`src/core/cip_pkg.sv`:
```
package cip_pkg;

    localparam int unsigned DATA_W    = 32;
    localparam int unsigned OP_SEL_W  = 2;
    localparam int unsigned EXT_CNT_W = 16;
    localparam int unsigned CNT_W     = 3;

    // Operation codes on the select field
    localparam logic [OP_SEL_W-1:0] OP_BIT_SWAP  = 2'h0;
    localparam logic [OP_SEL_W-1:0] OP_BYTE_SWAP = 2'h1;
    localparam logic [OP_SEL_W-1:0] OP_HALF_SWAP = 2'h2;
    localparam logic [OP_SEL_W-1:0] OP_ADD       = 2'h3;

    // Fixed latency in cycles, chosen at system generation
    localparam int unsigned         LAT_CYC  = 4;
    localparam logic [CNT_W-1:0]    CNT_LOAD = CNT_W'(LAT_CYC - 2);

    localparam logic [DATA_W-1:0]    RESULT_RST = 32'h0000_0000;
    localparam logic [CNT_W-1:0]     CNT_RST    = 3'h0;
    localparam logic [EXT_CNT_W-1:0] EXT_RST    = 16'h0000;

    typedef enum logic [1:0]
    {
        ST_IDLE = 2'b01,
        ST_BUSY = 2'b10
    } cip_state_t;

endpackage : cip_pkg

```
`src/core/cip_op_unit.sv`:
```
// Single-cycle operation unit; pure function of its operands and select
module cip_op_unit
    import cip_pkg::*;
(
    input  wire logic [OP_SEL_W-1:0] op_sel_in,  // Operation select
    input  wire logic [DATA_W-1:0]   dataa_in,   // First operand
    input  wire logic [DATA_W-1:0]   datab_in,   // Second operand
    output logic      [DATA_W-1:0]   result_out  // Selected result
);

    logic [DATA_W-1:0] bit_swap;
    logic [DATA_W-1:0] byte_swap;
    logic [DATA_W-1:0] half_swap;
    logic [DATA_W-1:0] sum;

    genvar i;
    generate
        for (i = 0; i < DATA_W; i++)
        begin : g_bit
            assign bit_swap[i] = dataa_in[DATA_W-1-i];
        end
    endgenerate

    assign byte_swap = {dataa_in[7:0], dataa_in[15:8], dataa_in[23:16], dataa_in[31:24]};
    assign half_swap = {dataa_in[15:0], dataa_in[31:16]};
    assign sum       = dataa_in + datab_in;

    // Output multiplexer steered by the select field
    always_comb
    begin
        case (op_sel_in)
            OP_BIT_SWAP:  result_out = bit_swap;
            OP_BYTE_SWAP: result_out = byte_swap;
            OP_HALF_SWAP: result_out = half_swap;
            OP_ADD:       result_out = sum;
            default:      result_out = RESULT_RST;
        endcase
    end

endmodule : cip_op_unit

```
`src/core/cip_custom_port.sv`:
```
// What this block does
// - The operation unit forms its result within one cycle from operands and select alone.
// - The result is the only required output and a single operand uses the first input.
// - The single-cycle unit has no connection outside the processor datapath.
// - A multi-cycle operation takes two or more cycles, fixed or by handshake.
// - The multi-cycle block has clock, clock enable and synchronous reset inputs.
// - A fixed n-cycle operation has its result valid by the edge n-1 after start.
// - Done and a valid result appear in the same cycle.
// - Edges while the clock enable is low change no state; a high synchronous reset still clears the block.
// - Ports beyond the instruction signals are external interface signals.
// - A select field of up to eight bits chooses the operation.
// - The select field steers an output multiplexer onto the result.
// - The select input is sized to the number of operations implemented.
module cip_custom_port
    import cip_pkg::*;
(
    input  wire logic                 sys_clk_in,    // System clock
    input  wire logic                 rst_b_in,      // Async reset, active low
    input  wire logic                 reset_in,      // Sync reset, active high
    input  wire logic                 clk_en_in,     // Clock qualifier
    input  wire logic                 start_in,      // Start of operation
    input  wire logic [OP_SEL_W-1:0]  n_in,          // Operation select
    input  wire logic [DATA_W-1:0]    dataa_in,      // First operand
    input  wire logic [DATA_W-1:0]    datab_in,      // Second operand
    output logic      [DATA_W-1:0]    result_out,    // Registered result
    output logic                      done_out,      // Completion pulse
    output logic      [EXT_CNT_W-1:0] ext_ops_out    // External count of ops
);

    cip_state_t          state_ff;
    cip_state_t          nxt_state;
    logic [CNT_W-1:0]    cnt_ff;
    logic [CNT_W-1:0]    nxt_cnt;
    logic [DATA_W-1:0]   result_ff;
    logic                done_ff;
    logic [EXT_CNT_W-1:0] ext_ops_ff;
    logic [DATA_W-1:0]   unit_result;
    logic                accept;
    logic                finish;

    // Operands and select are held by the processor for the whole operation
    cip_op_unit u_op_unit
    (
        .op_sel_in  (n_in),
        .dataa_in   (dataa_in),
        .datab_in   (datab_in),
        .result_out (unit_result)
    );

    assign accept = clk_en_in && start_in && (state_ff == ST_IDLE);
    assign finish = clk_en_in && (state_ff == ST_BUSY) && (cnt_ff == CNT_RST);

    always_comb
    begin
        nxt_state = state_ff;
        nxt_cnt   = cnt_ff;
        case (state_ff)
            ST_IDLE:
            begin
                if (accept)
                begin
                    nxt_state = ST_BUSY;
                    nxt_cnt   = CNT_LOAD;
                end
            end
            ST_BUSY:
            begin
                if (finish)
                begin
                    nxt_state = ST_IDLE;
                end
                else
                begin
                    nxt_cnt = cnt_ff - 3'h1;
                end
            end
            default:
            begin
                nxt_state = ST_IDLE;
                nxt_cnt   = CNT_RST;
            end
        endcase
    end

    // Sequencer; sync reset overrides, low enable freezes
    always_ff @(posedge sys_clk_in or negedge rst_b_in)
    begin
        if (!rst_b_in)
        begin
            state_ff <= ST_IDLE;
            cnt_ff   <= CNT_RST;
        end
        else if (reset_in)
        begin
            state_ff <= ST_IDLE;
            cnt_ff   <= CNT_RST;
        end
        else if (clk_en_in)
        begin
            state_ff <= nxt_state;
            cnt_ff   <= nxt_cnt;
        end
    end

    // Result captured in the same edge that raises done
    always_ff @(posedge sys_clk_in or negedge rst_b_in)
    begin
        if (!rst_b_in)
        begin
            result_ff <= RESULT_RST;
        end
        else if (reset_in)
        begin
            result_ff <= RESULT_RST;
        end
        else if (finish)
        begin
            result_ff <= unit_result;
        end
    end

    // Done pulse: one enabled cycle
    always_ff @(posedge sys_clk_in or negedge rst_b_in)
    begin
        if (!rst_b_in)
        begin
            done_ff <= 1'b0;
        end
        else if (reset_in)
        begin
            done_ff <= 1'b0;
        end
        else if (clk_en_in)
        begin
            done_ff <= finish;
        end
    end

    // Count of completed operations, routed to logic outside the processor
    always_ff @(posedge sys_clk_in or negedge rst_b_in)
    begin
        if (!rst_b_in)
        begin
            ext_ops_ff <= EXT_RST;
        end
        else if (reset_in)
        begin
            ext_ops_ff <= EXT_RST;
        end
        else if (finish)
        begin
            ext_ops_ff <= ext_ops_ff + 16'h0001;
        end
    end

    assign result_out  = result_ff;
    assign done_out    = done_ff;
    assign ext_ops_out = ext_ops_ff;

    a_done_one_pulse: assert property (
        @(posedge sys_clk_in) disable iff (!rst_b_in)
        (done_ff && clk_en_in && !reset_in) |=> !done_ff)
        else $error("done held longer than one enabled cycle");

    a_fixed_latency: assert property (
        @(posedge sys_clk_in) disable iff (!rst_b_in)
        (accept && !reset_in) ##1 (clk_en_in && !reset_in)[*3] |=> done_ff)
        else $error("result not ready at fixed latency");

    a_min_two_cycles: assert property (
        @(posedge sys_clk_in) disable iff (!rst_b_in)
        (accept && !reset_in) |=> (!done_ff ##1 !done_ff))
        else $error("operation finished in under two cycles");

    a_result_with_done: assert property (
        @(posedge sys_clk_in) disable iff (!rst_b_in)
        $rose(done_ff) |-> (result_out == $past(unit_result)))
        else $error("result not valid with done");

    a_enable_freeze: assert property (
        @(posedge sys_clk_in) disable iff (!rst_b_in)
        (!clk_en_in && !reset_in) |=> ($stable(state_ff) && $stable(cnt_ff)
                                       && $stable(done_ff) && $stable(result_ff)))
        else $error("state moved while clock enable low");

    a_sync_reset: assert property (
        @(posedge sys_clk_in) disable iff (!rst_b_in)
        reset_in |=> (state_ff == ST_IDLE && !done_ff && result_out == RESULT_RST))
        else $error("sync reset not honoured");

    a_op_mux_half: assert property (
        @(posedge sys_clk_in) disable iff (!rst_b_in)
        (n_in == OP_HALF_SWAP) |-> (unit_result == {dataa_in[15:0], dataa_in[31:16]}))
        else $error("select does not steer result");

    a_ext_count: assert property (
        @(posedge sys_clk_in) disable iff (!rst_b_in)
        (finish && !reset_in) |=> (ext_ops_out == $past(ext_ops_out) + 16'h0001))
        else $error("external count missed an operation");

    a_ext_hold: assert property (
        @(posedge sys_clk_in) disable iff (!rst_b_in)
        (!finish && !reset_in) |=> $stable(ext_ops_out))
        else $error("external count moved without a completion");

    a_done_when_idle: assert property (
        @(posedge sys_clk_in) disable iff (!rst_b_in)
        done_ff |-> (state_ff == ST_IDLE))
        else $error("done raised while still busy");

    a_result_hold: assert property (
        @(posedge sys_clk_in) disable iff (!rst_b_in)
        (!finish && !reset_in) |=> $stable(result_out))
        else $error("result changed without a completion");

    a_busy_kept: assert property (
        @(posedge sys_clk_in) disable iff (!rst_b_in)
        (state_ff == ST_BUSY && !finish && !reset_in) |=> (state_ff == ST_BUSY))
        else $error("busy operation cut short");

    a_state_onehot: assert property (
        @(posedge sys_clk_in) disable iff (!rst_b_in)
        $onehot(state_ff))
        else $error("sequencer state not one-hot");

endmodule : cip_custom_port

```
`config.mk`:
```
export PLATFORM = sky130hd
export DESIGN_NAME = cip_custom_port
export DESIGN_NICKNAME = d
export VERILOG_FILES = /design/src/core/cip_pkg.sv /design/src/core/cip_op_unit.sv /design/src/core/cip_custom_port.sv
export SDC_FILE = /design/constraint.sdc
export NUM_CORES = 1
export LEC_CHECK = 0
export BUFFER_PORTS_ARGS = -buffer_cell sky130_fd_sc_hd__buf_2
export CAP_MARGIN = 20
export CELL_PAD_IN_SITES_DETAIL_PLACEMENT = 1
export CELL_PAD_IN_SITES_GLOBAL_PLACEMENT = 1
export CORE_MARGIN = 3
export CORE_UTILIZATION = 35
export CTS_BUF_LIST = sky130_fd_sc_hd__clkbuf_4 sky130_fd_sc_hd__clkbuf_8
export CTS_CLUSTER_SIZE = 16
export DETAILED_ROUTE_END_ITERATION = 6
export PLACE_DENSITY = 0.68
export SLEW_MARGIN = 20
export SYNTH_ARGS = -nofsm -noshare
export SYNTH_HDL_FRONTEND = slang
export SYNTH_HIERARCHICAL = 1
export SYNTH_SLANG_ARGS = --single-unit
```
`constraint.sdc`:
```
create_clock -name sys_clk_in -period 3.6 [get_ports sys_clk_in]
set_clock_uncertainty 0.05 [all_clocks]
set_input_delay 0.18 -clock sys_clk_in [delete_from_list [all_inputs] [get_ports sys_clk_in]]
set_output_delay 0.18 -clock sys_clk_in [all_outputs]
set_load 0.01 [all_outputs]
```
Word-level counts from Yosys, hierarchy flattened. Cells that the tools add are included.

Register bits after elaboration: 54. Latch bits: 0. RAM bits: 0. Bits in read-only memories: 0. Input bits: 71. Output and inout port bits: 49. Word-level logic and storage cells: 43. Memories kept: 0.

Add/sub/neg operators: 3. Multiply operators: 0. Divide/modulo/power cells: 0. $lt $le $gt $ge: 0. Equality and inequality tests: 8. Shift operators: 0. Multiplexer cells: 17. Bitwise operators: 0. Reduce and logical (&&, ||, !) cells: 10.

Operators by type and width (count): 32-bit case mux with 4 select lines (1); 32-bit two-way mux (2); 32-bit adder (1); 16-bit two-way mux (2); 16-bit by 1-bit adder with 16-bit output (second input constant) (1); 3-bit two-way mux (4); 3-bit != test (second input constant) (3); 2-bit two-way mux (4); 2-bit == test (second input constant) (3); 3-bit case mux with 2 select lines (1); 3-bit AND reduction (2); 2-bit by 1-bit == test with 1-bit output (second input constant) (2); 1-bit logical AND (4); 2-bit case mux with 2 select lines (1); 2-bit nonzero test (2); 3-bit logical NOT (1); 3-bit by 1-bit subtractor with 3-bit output (second input constant) (1); 2-bit logical NOT (1); 1-bit two-way mux (2).

Longest topological paths before layout. Gate-level depths: netlist (run 1).

Depth in word-level cells: 7. Depth in mapped cells: 12. Gate-level depth less buffers: 12.

Modules after synthesis. The synthesis (run 1) kept the hierarchy.

By module, submodules not included: cip_op_unit (instances 1, cells each 331, area an instance 2626.3 um^2, seq. area each 0.0 um^2); cip_custom_port (instances 1, cells each 258, area an instance 2391.0 um^2, seq. area each 1352.5 um^2).

Worst setup path before layout (run 1). OpenSTA, ideal clock, no wires.

Path type: input to register. Start point: input dataa_in[0]. End point: register result_ff[30], in the netlist result_out[30]. Setup time: 0.136 ns. Arrival time: 2.253 ns. Required time: 3.414 ns. Path slack: 1.161 ns. Stages: 12. Path buffers: 0. Path through: ha_1 inv_1 fa_1 nor2b_1 o2111ai_1 a21oi_2 o21bai_2 a2111oi_1 o21ai_0 a31o_1 nand2_1 a21oi_1.

Longest elaborated chain between the ends: 4.

Ends and longest elaborated chain: start: declaration (RTL line cip_custom_port.sv:23) `input wire logic [DATA_W-1:0] dataa_in,`; 32-bit adder (RTL line cip_op_unit.sv:26) `assign sum = dataa_in + datab_in;`; 32-bit case mux with 4 select lines (RTL line cip_op_unit.sv:31) `case (op_sel_in)`; net unit_result[30] (RTL line cip_custom_port.sv:37) `logic [DATA_W-1:0] unit_result;`; 32-bit two-way mux (RTL line cip_custom_port.sv:116) `else if (finish)`; 32-bit two-way mux (RTL line cip_custom_port.sv:112) `else if (reset_in)`; end signal: assignment (RTL line cip_custom_port.sv:118) `result_ff <= unit_result;`; end: declaration (RTL line cip_custom_port.sv:34) `logic [DATA_W-1:0] result_ff;`.

The timed path passes the listed nets, and every way through them passes these cells. The select of a mux whose other input is x is not followed. A chain may end at the register's enable or synchronous reset.

Final worst setup path (run 1). Same ends and word-level chain as after synthesis.

==> flow_metrics.env, run 1 <==
export IMPL_status="complete, no violations"
export IMPL_pwr_share_comb=0.409
export IMPL_fp_dieW_um=125.7
export IMPL_ctsResizeCount=0
export IMPL_synth_most_common_cell="nand2_1"
export IMPL_fmax_mhz=369.5
export IMPL_drtAntennaViolNets=0
export IMPL_coreArea_sq_mm=0.01393
export IMPL_synth_edf_count=0
export IMPL_period_needed_ps=2706
export IMPL_holdCritStartpoint="clk_en_in"
export IMPL_layout_setup_ws_ps=893.7
export IMPL_hold_depth=3
export IMPL_seqPwrFrac=0.380
export IMPL_ys_warn_count=6
export IMPL_root_buffer="clkbuf_8"
export IMPL_dp_worst_setup_slack_ps=602.0
export IMPL_r2r_slack_ps=1300
export IMPL_drive_gt1_frac=0.2558
export IMPL_grt_util_all_layers=0.2226
export IMPL_synthTopCellsByCount="nand2_1 (103), a21oi_1 (71), dfrtp_1 (53)"
export IMPL_fin_tns_setup_ps=0
export IMPL_tightest_slew_ps=800.8
export IMPL_rsz0062_at_grt="no"
export IMPL_swShare=0.3833
export IMPL_synth_cell_area_sq_mm=0.005017
export IMPL_syn_avg_cell_area_sq_um=8.518
export IMPL_finalNetCount=799
export IMPL_fp_row_count=43
export IMPL_path_max_fanout=5
export IMPL_critPathCaptureType="register"
export IMPL_crit_arrival_ps=2860
export IMPL_die_area_sq_mm=0.01581
export IMPL_wire_per_inst_um=20.39
export IMPL_design_area_sq_mm=0.005846
export IMPL_drt_iter0_markers=372
export IMPL_overflow=0
export IMPL_cts_path_max_buffers=2
export IMPL_clk_latency_ps=310
export IMPL_clkTransAtPathRegs_ps=100
export IMPL_critPathLaunchType="primary input"
export IMPL_relSlewSlack=0.4661
export IMPL_h_tree_depth=2
export IMPL_yosys_top_cells_area="dfrtp_1 (26%), mux4_2 (11%), ha_1 (9.0%)"
export IMPL_dr_pass1_iters=5
export IMPL_final_util=0.4195
export IMPL_drc=0
export IMPL_synth_flop_cell="dfrtp_1"
export IMPL_leakage_nw=2.659
export IMPL_grt_pass1_wl_um=28380
export IMPL_vias=5053
export IMPL_area_growth_pct=16.51
export IMPL_timing_rr_end="ext_ops_out[15]"
export IMPL_synth_cell_types=63
export IMPL_required_ps=3750
export IMPL_first_global_vias=5171
export IMPL_internal_power_mw=1.069
export IMPL_place_area_sq_mm=0.005736
export IMPL_switching_power_uw=664.5
export IMPL_antenna_found_initial=0
export IMPL_critPathLaunch="dataa_in[0]"
export IMPL_fin_crit_sh=0.7518
export IMPL_reg2reg_depth=7
export IMPL_cap_violations=0
export IMPL_synth_top_area_share=0.2643
export IMPL_syn_nets=697
export IMPL_hpwl_um=14690
export IMPL_io_pins=120
export IMPL_io_buffers=119
export IMPL_routed_wl_um=17800
export IMPL_rr_startpoint="cnt_ff[1]"
export IMPL_clock_sinks=54
export IMPL_start_util=0.3601
export IMPL_hold_viol=0
export IMPL_maxSlewViolCount=0
export IMPL_grt_start_max_net_pins=35
export IMPL_clkPwrFrac=0.211
export IMPL_ys_seq_area_frac=0.2696
export IMPL_holdPathEnd="done_out"
export IMPL_synth_cells=589
export IMPL_power_density_mw_per_mm2=296.6
export IMPL_async_flop_share=1.000
export IMPL_cts_tree="yes"
export IMPL_synth_area_leader_cell="dfrtp_1"
export IMPL_ir_drop_mv=0.1348
export IMPL_synth_seq_cells=54
export IMPL_vias_per_cell=5.788
export IMPL_finalSetupViolCount=0
export IMPL_place_congestion=0.9582
export IMPL_die_h_um=125.7
export IMPL_hold_path_class="primary input to register"
export IMPL_cts_made_buffers=5
export IMPL_timing_worst_setup_path_type="primary input to register"
## power groups by stage
stage          clock, mW  combinational (mW)  sequential [mW]
2_1_floorplan          0               0.458            0.674
3_3_place_gp           0               0.683            0.669
3_5_place_dp           0               0.701            0.672
4_1_cts            0.379               0.705            0.660
5_1_grt            0.407               0.780            0.664
6_report           0.365               0.710            0.659
## worst max path at each step
stage / to / slack (ps) / depth (start not counted)
5_1_grt: result_out[30] / 710 / 13
6_report: result_out[30] / 890 / 13
3_3_place_gp: result_out[30] / 650 / 13
4_1_cts: result_out[30] / 950 / 13
2_1_floorplan: result_out[30] / 1160 / 12
3_5_place_dp: result_out[30] / 600 / 13
## registers in the layout, summed over array words and instances, names as in the netlist
register     cells
cnt_ff           3
state_ff         2
result_out      32
ext_ops_out     16
done_out         1
## placed cells by master, fill, tap and decap left out, drive strengths merged, types with 11 or more instances in the layout
master,netlist,final
a21o,18,18
nand2,103,103
xnor2,23,23
dfrtp,53,53
buf,14,124
xor2,12,12
nand3,20,20
o21ai,32,32
nor2,36,36
a21oi,74,74
mux4,24,24
ha,36,36
inv,16,17
nand4,11,11
## through the flow
stage | std cells | power [mW] | hold WS [ps]
floorplan | 589 | 1.133 | -165.6
global placement | 863 | 1.352 | 248.3
detailed placement | 863 | 1.372 | 250.1
CTS | 872 | 1.744 | 132.5
global route | 872 | 1.851 | 161.3
finish | 873 | 1.734 | 139.2
## per-layer routing
layer	track usage	share of wire	routed length [um]
met1	0.3105	0.44	7916
met2	0.3741	0.48	8514
met3	0.03011	0.061	1093
met4	0.04227	0.016	278
met5	0	0	0
## cell type report
type / instances / area [sq um]
Sequential cell: 54 / 1353
Multi-Input combinational cell: 489 / 3465
Timing Repair Buffer: 125 / 643.1
Clock inverter: 3 / 28.78
Antenna cell: 1 / 2.502
Inverter: 16 / 60.06
Clock buffer: 5 / 68.82
Tap cell: 180 / 225.2
Fill cell: 1698 / 8089
## cell families (layout without fill, tap and decap cells)
family	after synthesis	in the layout	synth area share
adders and majority gates	37	37	0.09377
buffers and inverters	46	149	0.03990
xor gates and xnor gates	35	35	0.06110
DFF	54	54	0.2696
and+or+nand+nor	216	216	0.2013
AOI/OAI and AO/OA	168	168	0.2082
muxes	33	33	0.1262
other	0	1	0
## worst max-delay path, cell delays in order
cell and delay, ps:
buf_2 140, ha_1 180, inv_1 60, fa_1 400, nor2b_1 190, o2111ai_1 180, a21oi_2 330, o21bai_2 140
a2111oi_1 540, o21ai_0 170, a31o_1 240, nand2_1 50, a21oi_1 60
## what timing repair did
item,CTS,global route
hold buffers,1,0
hold endpoints to repair,32,0
buffers inserted,0,0
Power figures use the tool's default switching activity.
==> inputs of run 2 (changes only) <==
--- a/config.mk
+++ b/config.mk
@@ -5,6 +5,7 @@
 export SDC_FILE = /design/constraint.sdc
 export NUM_CORES = 1
 export LEC_CHECK = 0
+export ABC_AREA = 1
 export BUFFER_PORTS_ARGS = -buffer_cell sky130_fd_sc_hd__buf_2
 export CAP_MARGIN = 20
 export CELL_PAD_IN_SITES_DETAIL_PLACEMENT = 1
@@ -14,7 +15,7 @@
 export CTS_BUF_LIST = sky130_fd_sc_hd__clkbuf_4 sky130_fd_sc_hd__clkbuf_8
 export CTS_CLUSTER_SIZE = 16
 export DETAILED_ROUTE_END_ITERATION = 6
-export PLACE_DENSITY = 0.68
+export PLACE_DENSITY = 0.72
 export SLEW_MARGIN = 20
 export SYNTH_ARGS = -nofsm -noshare
 export SYNTH_HDL_FRONTEND = slang
==> constraint.sdc (replaced) <==
create_clock -name sys_clk_in -period 2.8 [get_ports sys_clk_in]
set_clock_uncertainty 0.05 [all_clocks]
set_input_delay 0.14 -clock sys_clk_in [delete_from_list [all_inputs] [get_ports sys_clk_in]]
set_output_delay 0.14 -clock sys_clk_in [all_outputs]
set_load 0.01 [all_outputs]
==> run 2 against run 1 <==
Against the previous run: clock power increased by 39%; cell area grew 11%; largest power group unchanged; critical path depth rose by 2; register-to-register slack worse by 450 ps; largest cell class unchanged; non-clock buffer count increased by 6.
==> flow_metrics.env, run 2 <==
export IMPL_routed_wl_um=22010
export IMPL_vias=6408
export IMPL_fin_crit_sh=0.7930
export IMPL_cts_hold_buf=1
export IMPL_finalNetCount=1135
export IMPL_holdCritStartpoint="reset_in"
export IMPL_synth_top_area_share=0.2413
export IMPL_synthTopCellsByCount="nand2_1 (344), inv_1 (143), nor2_1 (76)"
export IMPL_wire_per_inst_um=17.77
export IMPL_cts_tree="yes"
export IMPL_place_congestion=0.9287
export IMPL_area_growth_pct=17.71
export IMPL_yosys_top_cells_area="dfrtp_1 (24%), nand2_1 (23%), inv_1 (9.8%)"
export IMPL_synth_seq_cells=54
export IMPL_final_util=0.4239
export IMPL_crit_path_top_delay_cell="fa_1"
export IMPL_diodes=0
export IMPL_syn_avg_cell_area_sq_um=6.052
export IMPL_crit_arrival_ps=2390
export IMPL_leakage_nw=3.756
export IMPL_first_global_vias=6520
export IMPL_fin_tns_setup_ps=0
export IMPL_cap_violations=0
export IMPL_synth_edf_count=0
export IMPL_cts_path_max_buffers=2
export IMPL_totalPowerFinal_mw=2.444
export IMPL_fmax_mhz=450.4
export IMPL_overflow=0
export IMPL_clkTransAtPathRegs_ps=100
export IMPL_timing_worst_setup_path_type="primary input to register"
export IMPL_antenna_found_initial=1
export IMPL_critPathLaunchType="primary input"
export IMPL_critPathBufInv=3
export IMPL_dr_pass1_iters=5
export IMPL_power_density_mw_per_mm2=377.8
export IMPL_drtAntennaViolNets=0
export IMPL_synth_cells=908
export IMPL_start_util=0.3601
export IMPL_io_pins=120
export IMPL_hold_path_class="primary input to register"
export IMPL_cp_top_family="simple AND/OR/NAND/NOR gates"
export IMPL_async_flop_share=1.000
export IMPL_cts_made_buffers=5
export IMPL_placedCellCount=1230
export IMPL_drc=0
export IMPL_synth_area_leader_cell="dfrtp_1"
export IMPL_grt_start_max_net_pins=55
export IMPL_hpwl_um=18360
export IMPL_rr_startpoint="state_ff[0]"
export IMPL_drive_gt1_frac=0.1693
export IMPL_ys_seq_area_frac=0.2461
export IMPL_hold_viol=0
export IMPL_mostFrequentLayoutCells="nand2_1 (344), inv_1 (143), buf_2 (119)"
export IMPL_ir_drop_mv=0.2645
export IMPL_grt_pass1_wl_um=34970
export IMPL_final_common_cell="nand2_1"
export IMPL_ys_warn_count=6
export IMPL_critPathCaptureType="register"
export IMPL_synth_flop_cell="dfrtp_1"
export IMPL_coreArea_sq_mm=0.01526
export IMPL_ctsResizeCount=0
export IMPL_maxSlewViolCount=0
export IMPL_io_buffers=119
export IMPL_path_cells="buf_2, ha_1, inv_1, fa_1, inv_1, nand3_1, nand3_1, nand2_1, nand2_1, nand2_1, nand3_1, nand2_1, nand3_1, nand4_1, a22o_1"
export IMPL_relSlewSlack=0.5354
export IMPL_tightest_slew_ps=696.9
export IMPL_max_stage_delay_ps=410
export IMPL_required_ps=2970
export IMPL_fillCellCount=2155
export IMPL_grt_util_all_layers=0.2540
export IMPL_clock_sinks=54
export IMPL_fp_dieW_um=131.3
export IMPL_syn_nets=1016
export IMPL_rsz0062_at_grt="no"
export IMPL_period_needed_ps=2220
export IMPL_vias_per_cell=5.172
export IMPL_finalSetupViolCount=0
export IMPL_largest_reg_flops=32
export IMPL_critPathLaunch="dataa_in[0]"
export IMPL_root_buffer="clkbuf_8"
export IMPL_synth_cell_types=35
export IMPL_die_h_um=131.3
export IMPL_h_tree_depth=2
export IMPL_final_cells=1239
export IMPL_synth_most_common_cell="nand2_1"
export IMPL_status="complete, no violations"
export IMPL_fp_row_count=45
export IMPL_synth_cell_area_sq_mm=0.005495
export IMPL_post_cts_buffers=0
export IMPL_die_area_sq_mm=0.01724
export IMPL_path_max_fanout=4
export IMPL_clk_latency_ps=320
export IMPL_drt_iter0_markers=411
## run 2: cell types whose count changed after synthesis, moves of 33 or more
cell     previous run  this run
nand2_1           103       344
inv_1              15       143
nand3_1            18        53
nor2_1             36        76
a21oi_1            71        38
a22o_1              0        33
## run 2: final timing paths
| path | slack [ps] | to | depth (start not counted) |
|---|---|---|---|
| max | 580 | result_out[24] | 15 |
| min | 10 | ext_ops_out[2] | 2 |
| max reg2reg | 850 | result_out[6] | 7 |
| min reg2reg | 460 | result_out[20] | 1 |
| max in group asynchronous | 1780 | result_out[23] | 3 |
| min in group asynchronous | 460 | result_out[10] | 3 |
## run 2: cells by family (layout without fill, tap and decap cells)
group                      count (synthesis)  count (layout)  share of synthesized area
AOI/OAI and AO/OA                        102             102                     0.1230
DFF                                       54              54                     0.2461
xor gates and xnor gates                   3               3                   0.004782
buffers and inverters                    164             284                     0.1157
adders and majority gates                 37              37                    0.08561
and+or+nand+nor                          548             548                     0.4249
## run 2: layer usage
metal,up-vias,track usage,wire length (um)
met4,2,0.09218,750
met3,40,0.03867,1373
met2,199,0.4116,9970
li1,3138,-,-
met1,3029,0.3445,9905
met5,-,0,13
## run 2: where the power goes
| part | leakage [nW] | internal, mW | switching [mW] |
|---|---|---|---|
| combinational | 2.95 | 0.355 | 0.695 |
| sequential | 0.748 | 0.845 | 0.0400 |
| clock | 0.0544 | 0.228 | 0.282 |
| total | 3.76 | 1.43 | 1.02 |
## run 2: final cells by class
class	instances	area, sq um	area share
Inverter	145	544.3	0.08414
Sequential cell	54	1353	0.2091
Multi-Input combinational cell	690	3515	0.5433
Timing Repair Buffer	131	688.2	0.1064
Clock inverter	1	8.758	0.001354
Tap cell	211	264.0	0.04081
Clock buffer	7	96.34	0.01489
## run 2: worst reg2reg max path: cells and delay by family, from the launching register on
kind / cells / cell delay (ps)
flip-flops: 1 / 540
adder cells (fa/ha/maj): 1 / 240
AO/OA/AOI/OAI: 1 / 200
AND/OR/NAND/NOR: 2 / 300
buffers and inverters: 3 / 570
## run 2: metrics by stage
stage               worst slack (ps)  instance area [sq um]  hold WS, ps
detailed placement             303.0                   6354        268.4
CTS                            647.6                   6469        5.958
global placement               342.1                   6354        268.7
global route                   377.1                   6469        13.10
finish                         579.7                   6469        14.30
floorplan                      898.4                   5495       -205.6
